<file path="config.mk">
export PLATFORM = sky130hd
export DESIGN_NAME = adcw_top
export DESIGN_NICKNAME = d
export VERILOG_FILES = /design/src/logic/adcw_top.v
export VERILOG_INCLUDE_DIRS = /design/src /design/src/logic
export SDC_FILE = /design/constraint.sdc
export NUM_CORES = 1
export LEC_CHECK = 0
export ABC_CLOCK_PERIOD_IN_PS = 19250
export BUFFER_PORTS_ARGS = -buffer_cell sky130_fd_sc_hd__buf_4
export CORE_AREA = 4 4 198 277
export DETAILED_ROUTE_END_ITERATION = 7
export DIE_AREA = 0 0 202 281
export GPL_ROUTABILITY_DRIVEN = 0
export GPL_TIMING_DRIVEN = 0
export PLACE_DENSITY_LB_ADDON = 0.3
export SYNTH_ARGS = -nofsm -noshare
export SYNTH_HDL_FRONTEND = slang
export SYNTH_SLANG_ARGS = --single-unit
export TNS_END_PERCENT = 20
</file>
<file path="constraint.sdc">
create_clock -name ref_clk -period 19.25 [get_ports ref_clk]
set_input_delay 3.85 -clock ref_clk [delete_from_list [all_inputs] [get_ports ref_clk]]
set_output_delay 3.85 -clock ref_clk [all_outputs]
set_load 0.01 [all_outputs]
</file>
<file path="src/logic/adcw_defs.vh">
// Register map, field positions and timing constants of the converter control block
`ifndef ADCW_DEFS_VH
`define ADCW_DEFS_VH
// Register indices; byte address is four times the index
`define ADCW_IDX_CONTROL_C_REGISTER 8'h0A
`define ADCW_IDX_AVG 8'h0C
`define ADCW_IDX_SAMP 8'h0D
`define ADCW_IDX_WINDOW_LOW_LIMIT 8'h0E
`define ADCW_IDX_WINDOW_HIGH_LIMIT 8'h10
`define ADCW_IDX_GAIN 8'h12
`define ADCW_IDX_OFFS 8'h14
`define ADCW_IDX_TRIG 8'h18
`define ADCW_IDX_BUSY 8'h20
`define ADCW_IDX_RESULT 8'h24
`define ADCW_IDX_STATUS 8'h30
// Writable field masks, reserved bits read zero
`define ADCW_MASK_CONTROL_C_REGISTER 16'h073F
`define ADCW_MASK_AVG 16'h007F
`define ADCW_MASK_SAMP 16'h00BF
`define ADCW_MASK_12 16'h0FFF
// Field positions
`define ADCW_AVG_CNT 3:0
`define ADCW_AVG_ADJ 6:4
`define ADCW_SAMP_LEN 5:0
`define ADCW_SAMP_COMPARATOR_OFFSET_COMP 7
`define ADCW_CONTROL_C_REGISTER_FREERUN 2
`define ADCW_CONTROL_C_REGISTER_CORRECTION_ENABLE 3
`define ADCW_CONTROL_C_REGISTER_RES 5:4
`define ADCW_CONTROL_C_REGISTER_WMODE 10:8
`define ADCW_TRIG_FLUSH 0
`define ADCW_TRIG_START 1
// Busy flag positions
`define ADCW_BUSY_CONTROL_C_REGISTER 3
`define ADCW_BUSY_AVG 4
`define ADCW_BUSY_SAMP 5
`define ADCW_BUSY_WINDOW_LOW_LIMIT 6
`define ADCW_BUSY_WINDOW_HIGH_LIMIT 7
`define ADCW_BUSY_GAIN 8
`define ADCW_BUSY_OFFS 9
`define ADCW_BUSY_TRIG 10
// Limits and timing
`define ADCW_CNT_MAX 4'hA
`define ADCW_COMPARATOR_OFFSET_COMP_TS 7'h04
`define ADCW_CORR_CYC 4'hD
`define ADCW_GAIN_FRAC 11
// Window modes
`define ADCW_WM_ABOVE 3'h1
`define ADCW_WM_BELOW 3'h2
`define ADCW_WM_INSIDE 3'h3
`define ADCW_WM_OUTSIDE 3'h4
// Resolution codes and saturation limits
`define ADCW_RES_12 2'h0
`define ADCW_RES_16 2'h1
`define ADCW_RES_10 2'h2
`define ADCW_MAX_12 24'h000FFF
`define ADCW_MAX_16 24'h00FFFF
`define ADCW_MAX_10 24'h0003FF
`define ADCW_MAX_8 24'h0000FF
`endif

</file>
<file path="src/logic/adcw_top.v">
// Converter result path, sampling control, window monitor and trigger over Avalon-MM
//
// The implementer's own choice: the Avalon-MM slave port.
`timescale 1ns/10ps
`default_nettype none
`include "adcw_defs.vh"
module adcw_top (
	// Clock and reset
	input wire ref_clk,
	input wire sys_rst,
	// Avalon-MM slave, byte address
	input wire [7:0] avs_address,
	input wire avs_read,
	input wire avs_write,
	input wire [31:0] avs_writedata,
	input wire [3:0] avs_byteenable,
	output reg [31:0] avs_readdata,
	output wire avs_waitrequest,
	// Analog core
	output reg core_sample,
	output reg core_convert,
	output reg core_flush,
	input wire [11:0] core_data,
	input wire core_data_valid,
	// Result side
	output reg [15:0] result_out,
	output reg result_ready,
	output reg window_match
);
	localparam ST_IDLE = 5'b00001;
	localparam ST_SAMPLE = 5'b00010;
	localparam ST_CONV = 5'b00100;
	localparam ST_CORR = 5'b01000;
	localparam ST_DONE = 5'b10000;
	function [15:0] merge;
		input [15:0] old;
		input [31:0] wd;
		input [3:0] be;
		input [15:0] mask;
		begin
			merge[7:0] = be[0] ? wd[7:0] : old[7:0];
			merge[15:8] = be[1] ? wd[15:8] : old[15:8];
			merge = merge & mask;
		end
	endfunction
	function [23:0] res_max;
		input [1:0] res;
		begin
			case (res)
				`ADCW_RES_12: res_max = `ADCW_MAX_12;
				`ADCW_RES_16: res_max = `ADCW_MAX_12;
				`ADCW_RES_10: res_max = `ADCW_MAX_10;
				default: res_max = `ADCW_MAX_8;
			endcase
		end
	endfunction
	// Bus side shadows
	reg ack_q;
	reg [15:0] control_c_register_q, avg_q, samp_q, window_low_limit_q, window_high_limit_q, gain_q, offs_q;
	// Converter side active copies
	reg [15:0] a_control_c_register_q, a_avg_q, a_samp_q, a_window_low_limit_q, a_window_high_limit_q, a_gain_q, a_offs_q;
	reg [10:0] sync1_q, sync2_q;
	reg start_q;
	reg [4:0] state_q;
	reg [6:0] tcnt_q;
	reg [10:0] scnt_q;
	reg [21:0] acc_q;
	reg [11:0] raw_q;
	wire [7:0] idx = avs_address >> 2;
	wire wr_go = avs_write & ack_q;
	wire rd_go = avs_read & ~ack_q;
	wire [10:0] wr_mask;
	wire [10:0] busy = sync1_q | sync2_q;
	wire flush_wr = wr_go && (idx == `ADCW_IDX_TRIG) && avs_byteenable[0]
		&& avs_writedata[`ADCW_TRIG_FLUSH];
	// One wait state on every access
	assign avs_waitrequest = (avs_read | avs_write) & ~ack_q;
	assign wr_mask = {11{wr_go}} & {
		idx == `ADCW_IDX_TRIG, idx == `ADCW_IDX_OFFS, idx == `ADCW_IDX_GAIN,
		idx == `ADCW_IDX_WINDOW_HIGH_LIMIT, idx == `ADCW_IDX_WINDOW_LOW_LIMIT, idx == `ADCW_IDX_SAMP,
		idx == `ADCW_IDX_AVG, idx == `ADCW_IDX_CONTROL_C_REGISTER, 3'b000};
	always @(posedge ref_clk or posedge sys_rst)
	begin
		if (sys_rst)
		begin
			ack_q <= 1'b0;
			avs_readdata <= 32'h00000000;
			control_c_register_q <= 16'h0000;
			avg_q <= 16'h0000;
			samp_q <= 16'h0000;
			window_low_limit_q <= 16'h0000;
			window_high_limit_q <= 16'h0000;
			gain_q <= 16'h0000;
			offs_q <= 16'h0000;
			sync1_q <= 11'h000;
			sync2_q <= 11'h000;
		end
		else
		begin
			ack_q <= (avs_read | avs_write) & ~ack_q;
			sync1_q <= wr_mask;
			sync2_q <= sync1_q;
			if (rd_go)
			begin
				case (idx)
					`ADCW_IDX_CONTROL_C_REGISTER: avs_readdata <= {16'h0000, control_c_register_q};
					`ADCW_IDX_AVG: avs_readdata <= {16'h0000, avg_q};
					`ADCW_IDX_SAMP: avs_readdata <= {16'h0000, samp_q};
					`ADCW_IDX_WINDOW_LOW_LIMIT: avs_readdata <= {16'h0000, window_low_limit_q};
					`ADCW_IDX_WINDOW_HIGH_LIMIT: avs_readdata <= {16'h0000, window_high_limit_q};
					`ADCW_IDX_GAIN: avs_readdata <= {16'h0000, gain_q};
					`ADCW_IDX_OFFS: avs_readdata <= {16'h0000, offs_q};
					`ADCW_IDX_BUSY: avs_readdata <= {21'h000000, busy};
					`ADCW_IDX_RESULT: avs_readdata <= {16'h0000, result_out};
					`ADCW_IDX_STATUS: avs_readdata <= {27'h0000000, state_q == ST_IDLE,
						result_ready, window_match, state_q != ST_IDLE, start_q};
					default: avs_readdata <= 32'h00000000;
				endcase
			end
			if (wr_go)
			begin
				case (idx)
					`ADCW_IDX_CONTROL_C_REGISTER: control_c_register_q <= merge(control_c_register_q, avs_writedata, avs_byteenable,
						`ADCW_MASK_CONTROL_C_REGISTER);
					`ADCW_IDX_AVG: avg_q <= merge(avg_q, avs_writedata, avs_byteenable,
						`ADCW_MASK_AVG);
					`ADCW_IDX_SAMP: samp_q <= merge(samp_q, avs_writedata, avs_byteenable,
						`ADCW_MASK_SAMP);
					`ADCW_IDX_WINDOW_LOW_LIMIT: window_low_limit_q <= merge(window_low_limit_q, avs_writedata, avs_byteenable,
						16'hFFFF);
					`ADCW_IDX_WINDOW_HIGH_LIMIT: window_high_limit_q <= merge(window_high_limit_q, avs_writedata, avs_byteenable,
						16'hFFFF);
					`ADCW_IDX_GAIN: gain_q <= merge(gain_q, avs_writedata, avs_byteenable,
						`ADCW_MASK_12);
					`ADCW_IDX_OFFS: offs_q <= merge(offs_q, avs_writedata, avs_byteenable,
						`ADCW_MASK_12);
					default: ;
				endcase
			end
		end
	end
	// Active copies load when the crossing for that register ends
	always @(posedge ref_clk or posedge sys_rst)
	begin
		if (sys_rst)
		begin
			a_control_c_register_q <= 16'h0000;
			a_avg_q <= 16'h0000;
			a_samp_q <= 16'h0000;
			a_window_low_limit_q <= 16'h0000;
			a_window_high_limit_q <= 16'h0000;
			a_gain_q <= 16'h0000;
			a_offs_q <= 16'h0000;
		end
		else
		begin
			if (sync2_q[`ADCW_BUSY_CONTROL_C_REGISTER]) a_control_c_register_q <= control_c_register_q;
			if (sync2_q[`ADCW_BUSY_AVG]) a_avg_q <= avg_q;
			if (sync2_q[`ADCW_BUSY_SAMP]) a_samp_q <= samp_q;
			if (sync2_q[`ADCW_BUSY_WINDOW_LOW_LIMIT]) a_window_low_limit_q <= window_low_limit_q;
			if (sync2_q[`ADCW_BUSY_WINDOW_HIGH_LIMIT]) a_window_high_limit_q <= window_high_limit_q;
			if (sync2_q[`ADCW_BUSY_GAIN]) a_gain_q <= gain_q;
			if (sync2_q[`ADCW_BUSY_OFFS]) a_offs_q <= offs_q;
		end
	end
	wire [6:0] ts_cyc = a_samp_q[`ADCW_SAMP_COMPARATOR_OFFSET_COMP] ? `ADCW_COMPARATOR_OFFSET_COMP_TS
		: ({1'b0, a_samp_q[`ADCW_SAMP_LEN]} + 7'h01);
	wire [3:0] cnt_code = (a_avg_q[`ADCW_AVG_CNT] > `ADCW_CNT_MAX) ? `ADCW_CNT_MAX
		: a_avg_q[`ADCW_AVG_CNT];
	wire [10:0] n_samples = 11'h001 << cnt_code;
	wire corr_en = a_control_c_register_q[`ADCW_CONTROL_C_REGISTER_CORRECTION_ENABLE];
	wire [23:0] sat_max = res_max(a_control_c_register_q[`ADCW_CONTROL_C_REGISTER_RES]);
	wire signed [13:0] off_sub = $signed({2'b00, raw_q}) - $signed({{2{a_offs_q[11]}},
		a_offs_q[11:0]});
	wire signed [27:0] gain_prod = off_sub * $signed({2'b00, a_gain_q[11:0]});
	wire signed [27:0] gain_shr = gain_prod >>> `ADCW_GAIN_FRAC;
	wire [11:0] corr_val = gain_shr[27] ? 12'h000
		: ({4'h0, gain_shr[23:0]} > {4'h0, sat_max}) ? sat_max[11:0] : gain_shr[11:0];
	wire [11:0] sample_val = corr_en ? corr_val : raw_q;
	wire [21:0] acc_next = acc_q + {10'h000, sample_val};
	wire [21:0] acc_div = acc_next >> a_avg_q[`ADCW_AVG_ADJ];
	wire start_wr = wr_go && (idx == `ADCW_IDX_TRIG) && avs_byteenable[0]
		&& avs_writedata[`ADCW_TRIG_START];
	wire in_conv = (state_q != ST_IDLE) && (state_q != ST_DONE);
	always @(posedge ref_clk or posedge sys_rst)
	begin
		if (sys_rst)
		begin
			state_q <= ST_IDLE;
			start_q <= 1'b0;
			tcnt_q <= 7'h00;
			scnt_q <= 11'h000;
			acc_q <= 22'h000000;
			raw_q <= 12'h000;
			core_sample <= 1'b0;
			core_convert <= 1'b0;
			core_flush <= 1'b0;
			result_out <= 16'h0000;
			result_ready <= 1'b0;
		end
		else
		begin
			core_convert <= 1'b0;
			core_flush <= 1'b0;
			// set while set is a no-op
			if (start_wr)
				start_q <= 1'b1;
			if (flush_wr)
			begin
				core_flush <= 1'b1;
				core_sample <= 1'b0;
				state_q <= ST_IDLE;
				scnt_q <= 11'h000;
				acc_q <= 22'h000000;
				if (in_conv)
					start_q <= 1'b1;
			end
			else
			begin
				case (state_q)
					ST_IDLE:
					begin
						if (start_q || a_control_c_register_q[`ADCW_CONTROL_C_REGISTER_FREERUN])
						begin
							start_q <= start_wr;
							state_q <= ST_SAMPLE;
							tcnt_q <= ts_cyc;
							core_sample <= 1'b1;
						end
					end
					ST_SAMPLE:
					begin
						tcnt_q <= tcnt_q - 7'h01;
						if (tcnt_q == 7'h01)
						begin
							core_sample <= 1'b0;
							core_convert <= 1'b1;
							state_q <= ST_CONV;
						end
					end
					ST_CONV:
					begin
						if (core_data_valid)
						begin
							raw_q <= core_data;
							tcnt_q <= {3'b000, `ADCW_CORR_CYC};
							state_q <= corr_en ? ST_CORR : ST_DONE;
						end
					end
					ST_CORR:
					begin
						tcnt_q <= tcnt_q - 7'h01;
						if (tcnt_q == 7'h01)
							state_q <= ST_DONE;
					end
					default:
					begin
						if (scnt_q + 11'h001 == n_samples)
						begin
							result_out <= acc_div[15:0];
							result_ready <= 1'b1;
							acc_q <= 22'h000000;
							scnt_q <= 11'h000;
							state_q <= ST_IDLE;
						end
						else
						begin
							acc_q <= acc_next;
							scnt_q <= scnt_q + 11'h001;
							state_q <= ST_SAMPLE;
							tcnt_q <= ts_cyc;
							core_sample <= 1'b1;
						end
					end
				endcase
			end
		end
	end
	wire above_lt = result_out > a_window_low_limit_q;
	wire below_ut = result_out < a_window_high_limit_q;
	reg win_hit;
	always @*
	begin
		case (a_control_c_register_q[`ADCW_CONTROL_C_REGISTER_WMODE])
			`ADCW_WM_ABOVE: win_hit = above_lt;
			`ADCW_WM_BELOW: win_hit = below_ut;
			`ADCW_WM_INSIDE: win_hit = above_lt & below_ut;
			`ADCW_WM_OUTSIDE: win_hit = (result_out < a_window_low_limit_q) | (result_out > a_window_high_limit_q);
			default: win_hit = 1'b0;
		endcase
	end
	always @(posedge ref_clk or posedge sys_rst)
	begin
		if (sys_rst)
			window_match <= 1'b0;
		else
			window_match <= result_ready & win_hit;
	end
endmodule // adcw_top
`default_nettype wire

</file>
[Word level (Yosys, flattened, before mapping)]
Cells that the tools add are included.
Word-level totals
  bits of input ports: 61
  bits in registers: 292
Cells by class
  magnitude comparators: 6
  reduce and logical (&&, ||, !) cells: 28
  $mul: 1
  shifts and indexed selects: 2
  equality and inequality tests: 35
  add/subtract/negate cells: 5
  bitwise logic cells: 12
  multiplexer cells: 40
Operators with widths (number)
  $pmux W16 S10: 1
  $mux W22: 3
  $reduce_and A3 Y1: 14
  $mux W12: 3
  $mux W11: 3
  $gt A16 B16 Y1: 2
  $lt A16 B16 Y1: 2
  $mux W5: 6
  $mux W7: 4
  $mul A14 B13 Y27: 1
  $eq A6 B4 Y1 const B: 4
  $eq A6 B5 Y1 const B: 4
  $gt A24 B24 Y1: 1
  $pmux W12 S2: 1
  $add A22 B12 Y22: 1
  $shr A22 B3 Y16: 1
  $pmux W7 S3: 1
  $pmux W5 S4: 1
  $eq A6 B6 Y1 const B: 3
  $sub A13 B12 Y14: 1
  $mux W1: 13
  $reduce_and A4 Y1: 3
  $add A11 B1 Y11 const B: 1
  $and A11 B11 Y11: 1
  35 further kinds: 54

[Longest topological paths before layout]
Gate-level depths: netlist (run 1).
  depth in word-level cells: 11
  depth in mapped cells: 58
  gate-level depth less buffers: 55

[Worst setup path after synthesis (run 1)]
OpenSTA, ideal clock, no wires.
  kind: register -> register
  start point: reg raw_q[0]
  end point: reg result_out[7]
  slack: 8.213 ns
  setup time: 0.064 ns
  period minus slack after synthesis: 11.037 ns
  stages on the path, launching flop included: 58
  arrival: 10.973 ns
  cell sequence: dfrtp_1 > inv_1 > ha_1 > inv_1 > fa_1 > a21o_1 > a21oi_1 > o21ai_0 > a21oi_1 > o21ai_1 > a21oi_1 > nor2b_1 > o21a_1 > o41ai_1 > xnor2_1 > clkbuf_1 > and2_1 > fa_1 > [... 22 more ...] > a211o_1 > buf_6 > nor2_1 > o22ai_1 > ha_1 > inv_1 > fa_1 > nor2b_1 > o21ai_0 > a21boi_1 > o311ai_1 > a21oi_1 > nor2_2 > o22ai_1 > a32o_1 > mux2_2 > a211oi_1 > a21o_1
Between the ends
  cells in the longest elaborated chain, start to end: 8
RTL lines
  start, declared: line adcw_top.v:68  | reg [11:0] raw_q;
  start signal, assigned: line adcw_top.v:245  | raw_q <= core_data;
  $sub A13 B12 Y14: line adcw_top.v:173  | wire signed [13:0] off_sub = $signed({2'b00, raw_q}) - $signed({{2{a_offs_q[11]}},
  $mul A14 B13 Y27: line adcw_top.v:175  | wire signed [27:0] gain_prod = off_sub * $signed({2'b00, a_gain_q[11:0]});
  $gt A24 B24 Y1: line adcw_top.v:178  | : ({4'h0, gain_shr[23:0]} > {4'h0, sat_max}) ? sat_max[11:0] : gain_shr[11:0];
  $mux W12: line adcw_top.v:178
  $mux W12: line adcw_top.v:177  | wire [11:0] corr_val = gain_shr[27] ? 12'h000
  $mux W12 *: line adcw_top.v:179  | wire [11:0] sample_val = corr_en ? corr_val : raw_q;
  $add A22 B12 Y22 *: line adcw_top.v:180  | wire [21:0] acc_next = acc_q + {10'h000, sample_val};
  $shr A22 B3 Y16 *: line adcw_top.v:181  | wire [21:0] acc_div = acc_next >> a_avg_q[`ADCW_AVG_ADJ];
  end signal, assigned: line adcw_top.v:260  | result_out <= acc_div[15:0];
  end, declared: line adcw_top.v:26  | output reg [15:0] result_out,
Mark *: on every way between the ends. The rest lies on a longest branch, timed or not.
A chain may end at the register's enable or synchronous reset.

[Worst setup path in the final report (run 1)]
  start point: reg raw_q[1]
  end point: reg result_out[10]
Same word-level chain as after synthesis.

==> reports/metrics.yaml, run 1 <==
drt_iter0_drc: 881
cp-end-kind: "register"
io_pins: 115
reg2reg_to: "result_out[10]$_DFFE_PP0P_"
drt-met1-wl_um: 23000
drive_gt1_share_pct: 13.4
cts_sinks: 268
fp.dieArea_um2: 56800
fin_ws_ns: 6.18
final_hold_viol_count: 0
worstRegToRegCells: 52
fin_tns_setup_ns: 0
antenna_cells: 0
powerDensity_nw_per_um2: 106
area_growth_pct: 12.5
finalSetupViolations: 0
cts_hold_buf: 0
crit_type: "reg -> reg"
async_reset_ff_share_pct: 100
r2r-start: "raw_q[1]$_DFFE_PP0P_"
routed_wl_um: 59200
ctsLongestPathBuffers: 3
die_w_um: 202
grt_pass1_wl_um: 94700
cp.required_ns: 19.66
synth_cell_type_count: 94
post_cts_buffers: 0
avgSynthCellArea_um2: 9.63
stdcell_area_um2: 23400
synth_area_leader_cell: "dfrtp_1"
placed_cell_area_um2: 22400
n_fill_cell: 5025
fmaxAchievable_ghz: 0.0765
cp_max_fo: 10
tightest_slew_ns: 1.25
via_per_inst: 5.38
start_util_pct: 39.9
dr_wl_met3_um: 2440
cap_viol_max_count: 0
io_buffers: 76
ys.flop_type: "dfrtp_1"
maxSlewViolCount: 0
outcome: "finished, final reports clean"
r2r_slack_ns: 6.18
ys_ff_latch: 268
dr_total_vias: 16170
dp.final_hpwl_um: 48000
h-tree-depth: 1
worst-path-buf-inv: 6
crit_cells: 52
leakage_nw: 11.4
path_clk_slew_ns: 0.07
hold_class: "reg -> reg"
synth-edff-count: 0
num_rows: 99
syn_inst: 2157
cts_resized: 0
antenna_found_initial: 2
yosysWarningCount: 0
peakVddDrop_uv: 93.4
clk-insertion-delay-late_ns: 0.57
ant_nets: 0
hold_start: "sync1_q[8]$_DFF_PP0_"
cpMaxStageDelayCell: "xnor2_1"
highest_layer: "met5"
root_buffer: "clkbuf_16"
critPathMaxStageDelay_ns: 0.64
cp-start-kind: "register"
core_um2: 52100
place_ws_ns: 6.14
met2_length_um: 31000
critPathTopFamily: "compound AO/OA/AOI/OAI gates"
final_core_util_pct: 44.8
cts_tree: "yes"
fin_skew_ns: 0.0183
die_h_um: 281
drtPass1Iterations: 8
cp-startpoint: "raw_q[1]$_DFFE_PP0P_"
total_power_mw: 2.49
period_minus_slack_ns: 13.07
holdPathStages: 0
grt_setup_unrepaired: "false"
grt_max_degree: 136
arrival_ns: 13.48
synth_area_leaders: "dfrtp_1, fa_1, ha_1, mux2_2, inv_1"
syn-cell-area_um2: 20800
cts_buffers: 25
gr-usage-all-layers_pct: 20.8
grt_pass1_vias: 17076
relSlewSlack_pct: 16.1
synth_top_area_share_pct: 32.1
drc: 0
fin_crit_sh_pct: 67.9
ys_seq_area_share_pct: 32.3
hold_path_end: "sync2_q[8]$_DFF_PP0_"
overflow: 0
nets: 2622
routedWlPerCell_um: 19.7
## state kept, by name, indices dropped and copies added, names as in the netlist, 11 cells and up
register and flops:
a_gain_q 12, a_offs_q 12, a_window_high_limit_q 16, a_window_low_limit_q 16
acc_q 22, avs_readdata 16, gain_q 12, offs_q 12
raw_q 12, result_out 16, scnt_q 11, window_high_limit_q 16
window_low_limit_q 16
## cells in the mapped netlist, drive strengths merged, types with 24 or more instances
cell type and count:
a21oi 60, and2 77, buf 32, clkbuf 73
dfrtp 267, fa 159, ha 125, inv 293
mux2 125, nand2 274, nand3 37, nor2 94
nor3 24, o21ai 135, xnor2 44
## per-stage QoR
step / hold slack, ns / instances
final: 0.374 / 3003
after global routing: 0.377 / 3003
after CTS: 0.371 / 3003
after detailed placement: 0.356 / 2957
after global placement: 0.352 / 2955
after floorplan: 0.349 / 2172
## area by class of cell
| type | count | area, µm² | share of cell area, % |
|---|---|---|---|
| multi-input combinational | 1506 | 12600 | 53.7 |
| tap | 707 | 885 | 3.78 |
| inverter | 293 | 1110 | 4.74 |
| sequential | 268 | 6710 | 28.7 |
| timing repair buffer | 78 | 626 | 2.68 |
| clock inverter | 19 | 369 | 1.58 |
| clock buffer | 27 | 653 | 2.79 |
| buffer | 105 | 477 | 2.04 |
## layer usage
metal / GRT usage [%] / vias up
met4: 8.77 / 4
li1: - / 7428
met3: 1.88 / 132
met1: 24.5 / 8158
met2: 38.8 / 448
met5: 0 / -
## cells by family (layout without fill, tap and decap cells)
family                     Yosys count  count (layout)  share of synthesized area (%)
AOI/OAI and AO/OA                  390             390                           12.7
xor gates and xnor gates            62              62                           2.65
adders and majority gates          284             284                           22.8
buffers and inverters              398             522                           7.59
DFF                                268             268                           32.3
muxes                              149             149                           8.05
other                                1              16                         0.0180
and+or+nand+nor                    605             605                           13.8
## placed cells by master, fill, tap and decap left out, types with 10 or more instances in the layout
master     count
and2_1        75
nor3_1        23
nand2b_1      11
conb_1        16
buf_4         93
bufinv_16     10
mux2_2       125
dfrtp_1      267
a22o_1        15
o21ai_0      130
xnor2_1       43
o21a_1        12
ha_1         125
mux2i_1       22
xor2_1        18
inv_1        291
o2bb2ai_1     10
a222oi_1      14
a21oi_1       60
clkbuf_16     25
a22oi_1       10
a32oi_1       10
nor2b_1       23
nor2_1        92
clkbuf_1      73
and3_1        19
nand4_1       12
a21o_1        22
fa_1         159
nand2_1      274
nand3_1       37
a211oi_1      16
## worst max-delay path by stage
stage | end
after floorplan | a_avg_q[0]$_DFFE_PP0P_
after global placement | a_gain_q[7]$_DFFE_PP0P_
after detailed placement | result_out[14]$_DFFE_PP0P_
after CTS | result_out[10]$_DFFE_PP0P_
after global routing | result_out[14]$_DFFE_PP0P_
final | result_out[10]$_DFFE_PP0P_
## report_power, final
part	switching [mW]	leakage, nW	internal (mW)
registers	0.102	3.64	0.635
clock network	0.235	0.498	0.382
logic	0.723	7.31	0.411
(Power assumes the default switching activity.)
==> run 2, diff against run 1 <==
--- a/config.mk
+++ b/config.mk
@@ -6,7 +6,7 @@
 export SDC_FILE = /design/constraint.sdc
 export NUM_CORES = 1
 export LEC_CHECK = 0
-export ABC_CLOCK_PERIOD_IN_PS = 19250
+export ABC_CLOCK_PERIOD_IN_PS = 12460
 export BUFFER_PORTS_ARGS = -buffer_cell sky130_fd_sc_hd__buf_4
 export CORE_AREA = 4 4 198 277
 export DETAILED_ROUTE_END_ITERATION = 7
==> constraint.sdc (replaced) <==
create_clock -name ref_clk -period 12.46 [get_ports ref_clk]
set_input_delay 2.492 -clock ref_clk [delete_from_list [all_inputs] [get_ports ref_clk]]
set_output_delay 2.492 -clock ref_clk [all_outputs]
set_load 0.01 [all_outputs]
==> reports/metrics.yaml, run 2 (synthesized netlist as in run 1, its figures left out) <==
cp.required_ns: 12.95
cts_sinks: 268
gr-usage-all-layers_pct: 20.9
grt_pass1_vias: 17110
cap_viol_max_count: 0
combPwrFrac_pct: 47.3
period_minus_slack_ns: 11.91
final_core_util_pct: 45.4
num_rows: 99
r2r_slack_ns: 0.55
root_buffer: "clkbuf_16"
routed_wl_um: 59500
antenna_found_initial: 3
arrival_ns: 12.40
tightest_slew_ns: 1.23
h-tree-depth: 1
cp-end-kind: "register"
r2r-start: "raw_q[0]$_DFFE_PP0P_"
powerDensity_nw_per_um2: 168
fin_crit_sh_pct: 95.6
dr_total_vias: 16149
largest_reg_flops: 22
relSlewSlack_pct: 17.2
cts_tree: "yes"
power.switching_mw: 1.68
internal_power_mw: 2.28
hold_path_end: "sync2_q[8]$_DFF_PP0_"
start_util_pct: 39.9
hold_start: "sync1_q[8]$_DFF_PP0_"
critical_path.most_common_cell: "fa_1"
cts_buffers: 25
drtPass1Iterations: 6
crit_type: "reg -> reg"
core_um2: 52100
io_pins: 115
reg2reg_to: "result_out[7]$_DFFE_PP0P_"
hold_class: "reg -> reg"
ant_nets: 0
stdcell_area_um2: 23700
antenna_cells: 0
seqPwrFrac_pct: 28.7
clk-insertion-delay-late_ns: 0.56
dp.final_hpwl_um: 48000
ctsLongestPathBuffers: 3
finalSetupViolations: 0
worstRegToRegCells: 56
leakage_nw: 11.5
grt_max_degree: 136
cts_hold_buf: 0
outcome: "finished, final reports clean"
regMostFlops: "acc_q"
area_growth_pct: 14.0
p_clk_share_pct: 24.0
via_per_inst: 5.36
grt_pass1_wl_um: 94900
peakVddDrop_uv: 144
drive_gt1_share_pct: 15.4
drt_iter0_drc: 929
fmaxAchievable_ghz: 0.0839
final_hold_viol_count: 0
die_h_um: 281
nets: 2632
mostFrequentLayoutCells: "inv_1, nand2_1, dfrtp_1"
fin_skew_ns: 0.0219
fp.dieArea_um2: 56800
holdPathStages: 0
p_sw_share_pct: 42.4
io_buffers: 76
drc: 0
routedWlPerCell_um: 19.7
cpMaxStageDelayCell: "fa_1"
die_w_um: 202
layout_commonest_cell: "inv_1"
overflow: 0
cp-start-kind: "register"
critPathMaxStageDelay_ns: 0.56
path_clk_slew_ns: 0.07
maxSlewViolCount: 0
placed_cell_area_um2: 22400
cp_max_fo: 10
==> run 2: routing by layer <==
layer	share of wire (%)	track usage (%)	up-vias
met5	0.047	0	-
met4	4.6	8.77	4
met3	4.1	2.00	129
met2	53	38.9	425
met1	39	24.4	8148
li1	-	-	7443
==> run 2: worst max-delay path by stage <==
stage                               startpoint  depth (start not counted)                          to
after CTS                 raw_q[0]$_DFFE_PP0P_                         55  result_out[13]$_DFFE_PP0P_
after floorplan           raw_q[0]$_DFFE_PP0P_                         57   result_out[7]$_DFFE_PP0P_
after global placement                 sys_rst                          2     a_gain_q[7]$_DFFE_PP0P_
after global routing      raw_q[0]$_DFFE_PP0P_                         57   result_out[7]$_DFFE_PP0P_
after detailed placement  raw_q[1]$_DFFE_PP0P_                         52  result_out[14]$_DFFE_PP0P_
final                     raw_q[0]$_DFFE_PP0P_                         56   result_out[7]$_DFFE_PP0P_
==> run 2: through the flow <==
| step | cells | setup TNS, ns | total power, mW | setup slack (ns) | hold slack [ns] |
|---|---|---|---|---|---|
| 2_1_floorplan | 2172 | 0 | 2.27 | 1.42 | 0.349 |
| 3_3_place_gp | 2955 | -113.44 | 2.84 | -0.457 | 0.352 |
| 3_5_place_dp | 2957 | -8.11 | 2.88 | -0.648 | 0.356 |
| 4_1_cts | 3008 | 0 | 3.89 | 0.00207 | 0.371 |
| 5_1_grt | 3013 | -0.0676 | 4.20 | -0.0338 | 0.377 |
| 6_report | 3013 | 0 | 3.97 | 0.546 | 0.376 |
==> run 2: layout make-up <==
cell class                 instances  area [µm²]
inverter                         293        1110
clock inverter                    19         369
timing repair buffer              90         716
buffer                           103         495
sequential                       268        6710
multi-input combinational       1506       12800
clock buffer                      27         653
fill                            4997       28500
tap                              707         885
==> run 2: worst max-delay path: cells and delay by family, from the launching register on <==
family / cells / cell delay (ns)
DFF: 1 / 0.37
muxes: 1 / 0.28
buffers and inverters: 8 / 0.80
AOI/OAI and AO/OA: 24 / 4.49
adders and majority gates: 11 / 4.30
and+or+nand+nor: 10 / 1.24
xor gates and xnor gates: 2 / 0.37
==> run 2: timing repair <==
action                                  CTS  global route
endpoints found under the hold margin     0             0
cloned                                    0             0
gates resized for setup                  19            42
pin swaps                                 4            18
endpoints found under the setup margin   22            24
setup buffers                             5             7
==> run 2: power by group through the flow <==
stage | Sequential, mW | Combinational (mW) | Clock [mW]
2_1_floorplan | 1.08 | 1.19 | 0
3_3_place_gp | 1.15 | 1.69 | 0
3_5_place_dp | 1.15 | 1.73 | 0
4_1_cts | 1.14 | 1.79 | 0.967
5_1_grt | 1.15 | 2.06 | 0.997
6_report | 1.14 | 1.88 | 0.953
==> run 3, diff against run 2 <==
--- a/config.mk
+++ b/config.mk
@@ -8,9 +8,10 @@
 export LEC_CHECK = 0
 export ABC_CLOCK_PERIOD_IN_PS = 12460
 export BUFFER_PORTS_ARGS = -buffer_cell sky130_fd_sc_hd__buf_4
-export CORE_AREA = 4 4 198 277
+export CORE_AREA = 2 2 196 275
+export CTS_CLUSTER_SIZE = 10
 export DETAILED_ROUTE_END_ITERATION = 7
-export DIE_AREA = 0 0 202 281
+export DIE_AREA = 0 0 198 277
 export GPL_ROUTABILITY_DRIVEN = 0
 export GPL_TIMING_DRIVEN = 0
 export PLACE_DENSITY_LB_ADDON = 0.3
==> reports/metrics.yaml, run 3 (synthesized netlist as in run 1, its figures left out) <==
peakVddDrop_uv: 118
arrival_ns: 12.40
ctsLongestPathBuffers: 3
period_minus_slack_ns: 11.94
drtPass1Iterations: 6
p_sw_share_pct: 43.5
relSlewSlack_pct: 17.0
nets: 2634
placed_cell_area_um2: 22400
multi_input_comb_area_um2: 12700
routedWlPerCell_um: 19.9
power.switching_mw: 1.68
via_per_inst: 5.43
mostFrequentLayoutCells: "inv_1, nand2_1, dfrtp_1"
fmaxAchievable_ghz: 0.0837
cap_viol_max_count: 0
critPathTopFamily: "compound AO/OA/AOI/OAI gates"
cp-end-kind: "register"
clk-insertion-delay-late_ns: 0.58
dp.final_hpwl_um: 47600
seqPwrFrac_pct: 29.8
finalSetupViolations: 0
combPwrFrac_pct: 48.2
io_buffers: 76
place_ws_ns: -0.625
gr-usage-all-layers_pct: 22.3
layout_commonest_cell: "inv_1"
fin_crit_sh_pct: 95.9
cp-start-kind: "register"
largest_reg_flops: 22
total_power_mw: 3.85
grt_setup_unrepaired: "true"
grt_pass1_vias: 17148
die_h_um: 277
outcome: "finished, final reports clean"
core_um2: 52700
stdcell_area_um2: 23500
cts_buffers: 31
antenna_found_initial: 0
fp.dieArea_um2: 54800
h-tree-depth: 1
grt_pass1_wl_um: 95100
cts_hold_buf: 0
cts_sinks: 268
worst-path-buf-inv: 9
dpl.cell_count: 2964
n_fill_cell: 5069
dr_total_vias: 16352
cts_tree: "yes"
fin_ws_ns: 0.517
cpMaxStageDelayCell: "fa_1"
root_buffer: "clkbuf_16"
grt_max_degree: 136
antenna_cells: 0
crit_type: "reg -> reg"
start_util_pct: 39.5
powerDensity_nw_per_um2: 164
cp_max_fo: 10
path_clk_slew_ns: 0.06
internal_power_mw: 2.18
drt_iter0_drc: 1013
critical_path.most_common_cell: "fa_1"
cp.required_ns: 12.92
fin_skew_ns: 0.0170
io_pins: 115
final_cells: 3014
hold_class: "reg -> reg"
drc: 0
final_hold_viol_count: 0
drive_gt1_share_pct: 14.9
leakage_nw: 11.5
ant_nets: 0
seq_area_um2: 6710
routed_wl_um: 59900
die_w_um: 198
maxSlewViolCount: 0
area_growth_pct: 13.2
p_clk_share_pct: 22.0
overflow: 0
critPathMaxStageDelay_ns: 0.53
regMostFlops: "acc_q"
tightest_slew_ns: 1.24
num_rows: 100
==> run 3: changes by cell type in the layout (fill, tap and decap cells not counted), sizes merged <==
cell,before,now
clkbuf,97,111
bufinv,10,1
clkinvlp,3,1
buf,123,120
clkinv,6,0
==> run 3: what timing repair did <==
action,4_1_cts,5_1_grt
pin swaps,3,13
buffers inserted,3,5
endpoints found under the setup margin,21,23
resized for setup,19,40
gates cloned,0,0
==> run 3: layer usage <==
layer / vias to the layer above / routed length, µm / share of wire [%] / global-route usage [%]
met2: 516 / 31000 / 52 / 40.2
met5: - / 0 / 0 / 0
met3: 162 / 2550 / 4.3 / 2.31
met1: 8227 / 23400 / 39 / 26.6
met4: 0 / 3020 / 5.0 / 10.1
li1: 7447 / - / - / -
==> run 3: area by class of cell <==
cell class                 count  share of cell area (%)
multi-input combinational   1506                    54.2
sequential                   268                    28.5
inverter                     293                    4.72
tap                          714                    3.80
clock buffer                  42                    3.60
timing repair buffer          86                    2.91
buffer                       103                    2.09
clock inverter                 2                   0.213
==> run 3: path summary, 6_finish.rpt <==
check                                           start                   endpoint  slack [ns]  cells past startpoint
worst max-delay path             raw_q[0]$_DFFE_PP0P_  result_out[8]$_DFFE_PP0P_        0.52                     57
worst min-delay path            sync1_q[10]$_DFF_PP0_      sync2_q[10]$_DFF_PP0_        0.37                      0
worst max register to register   raw_q[0]$_DFFE_PP0P_  result_out[8]$_DFFE_PP0P_        0.52                     57
worst min register to register  sync1_q[10]$_DFF_PP0_      sync2_q[10]$_DFF_PP0_        0.37                      0
max in group asynchronous                     sys_rst    a_gain_q[8]$_DFFE_PP0P_        9.08                      4
min in group asynchronous                     sys_rst     core_convert$_DFF_PP0_        1.89                      2
==> run 3: power groups by stage <==
stage	Sequential [mW]	Combinational, mW	Clock, mW
floorplan	1.08	1.19	0
CTS	1.15	1.76	0.861
detailed placement	1.16	1.72	0
global route	1.16	2.05	0.895
global placement	1.16	1.68	0
finish	1.15	1.86	0.847
==> run 3: per-stage QoR <==
step	hold slack (ns)	setup TNS [ns]	util, %
floorplan	0.349	0	-
global placement	0.352	-126.47	42.3
detailed placement	0.356	-6.21	42.5
CTS	0.369	0	44.3
global route	0.374	-0.180	44.7
finish	0.372	0	44.7
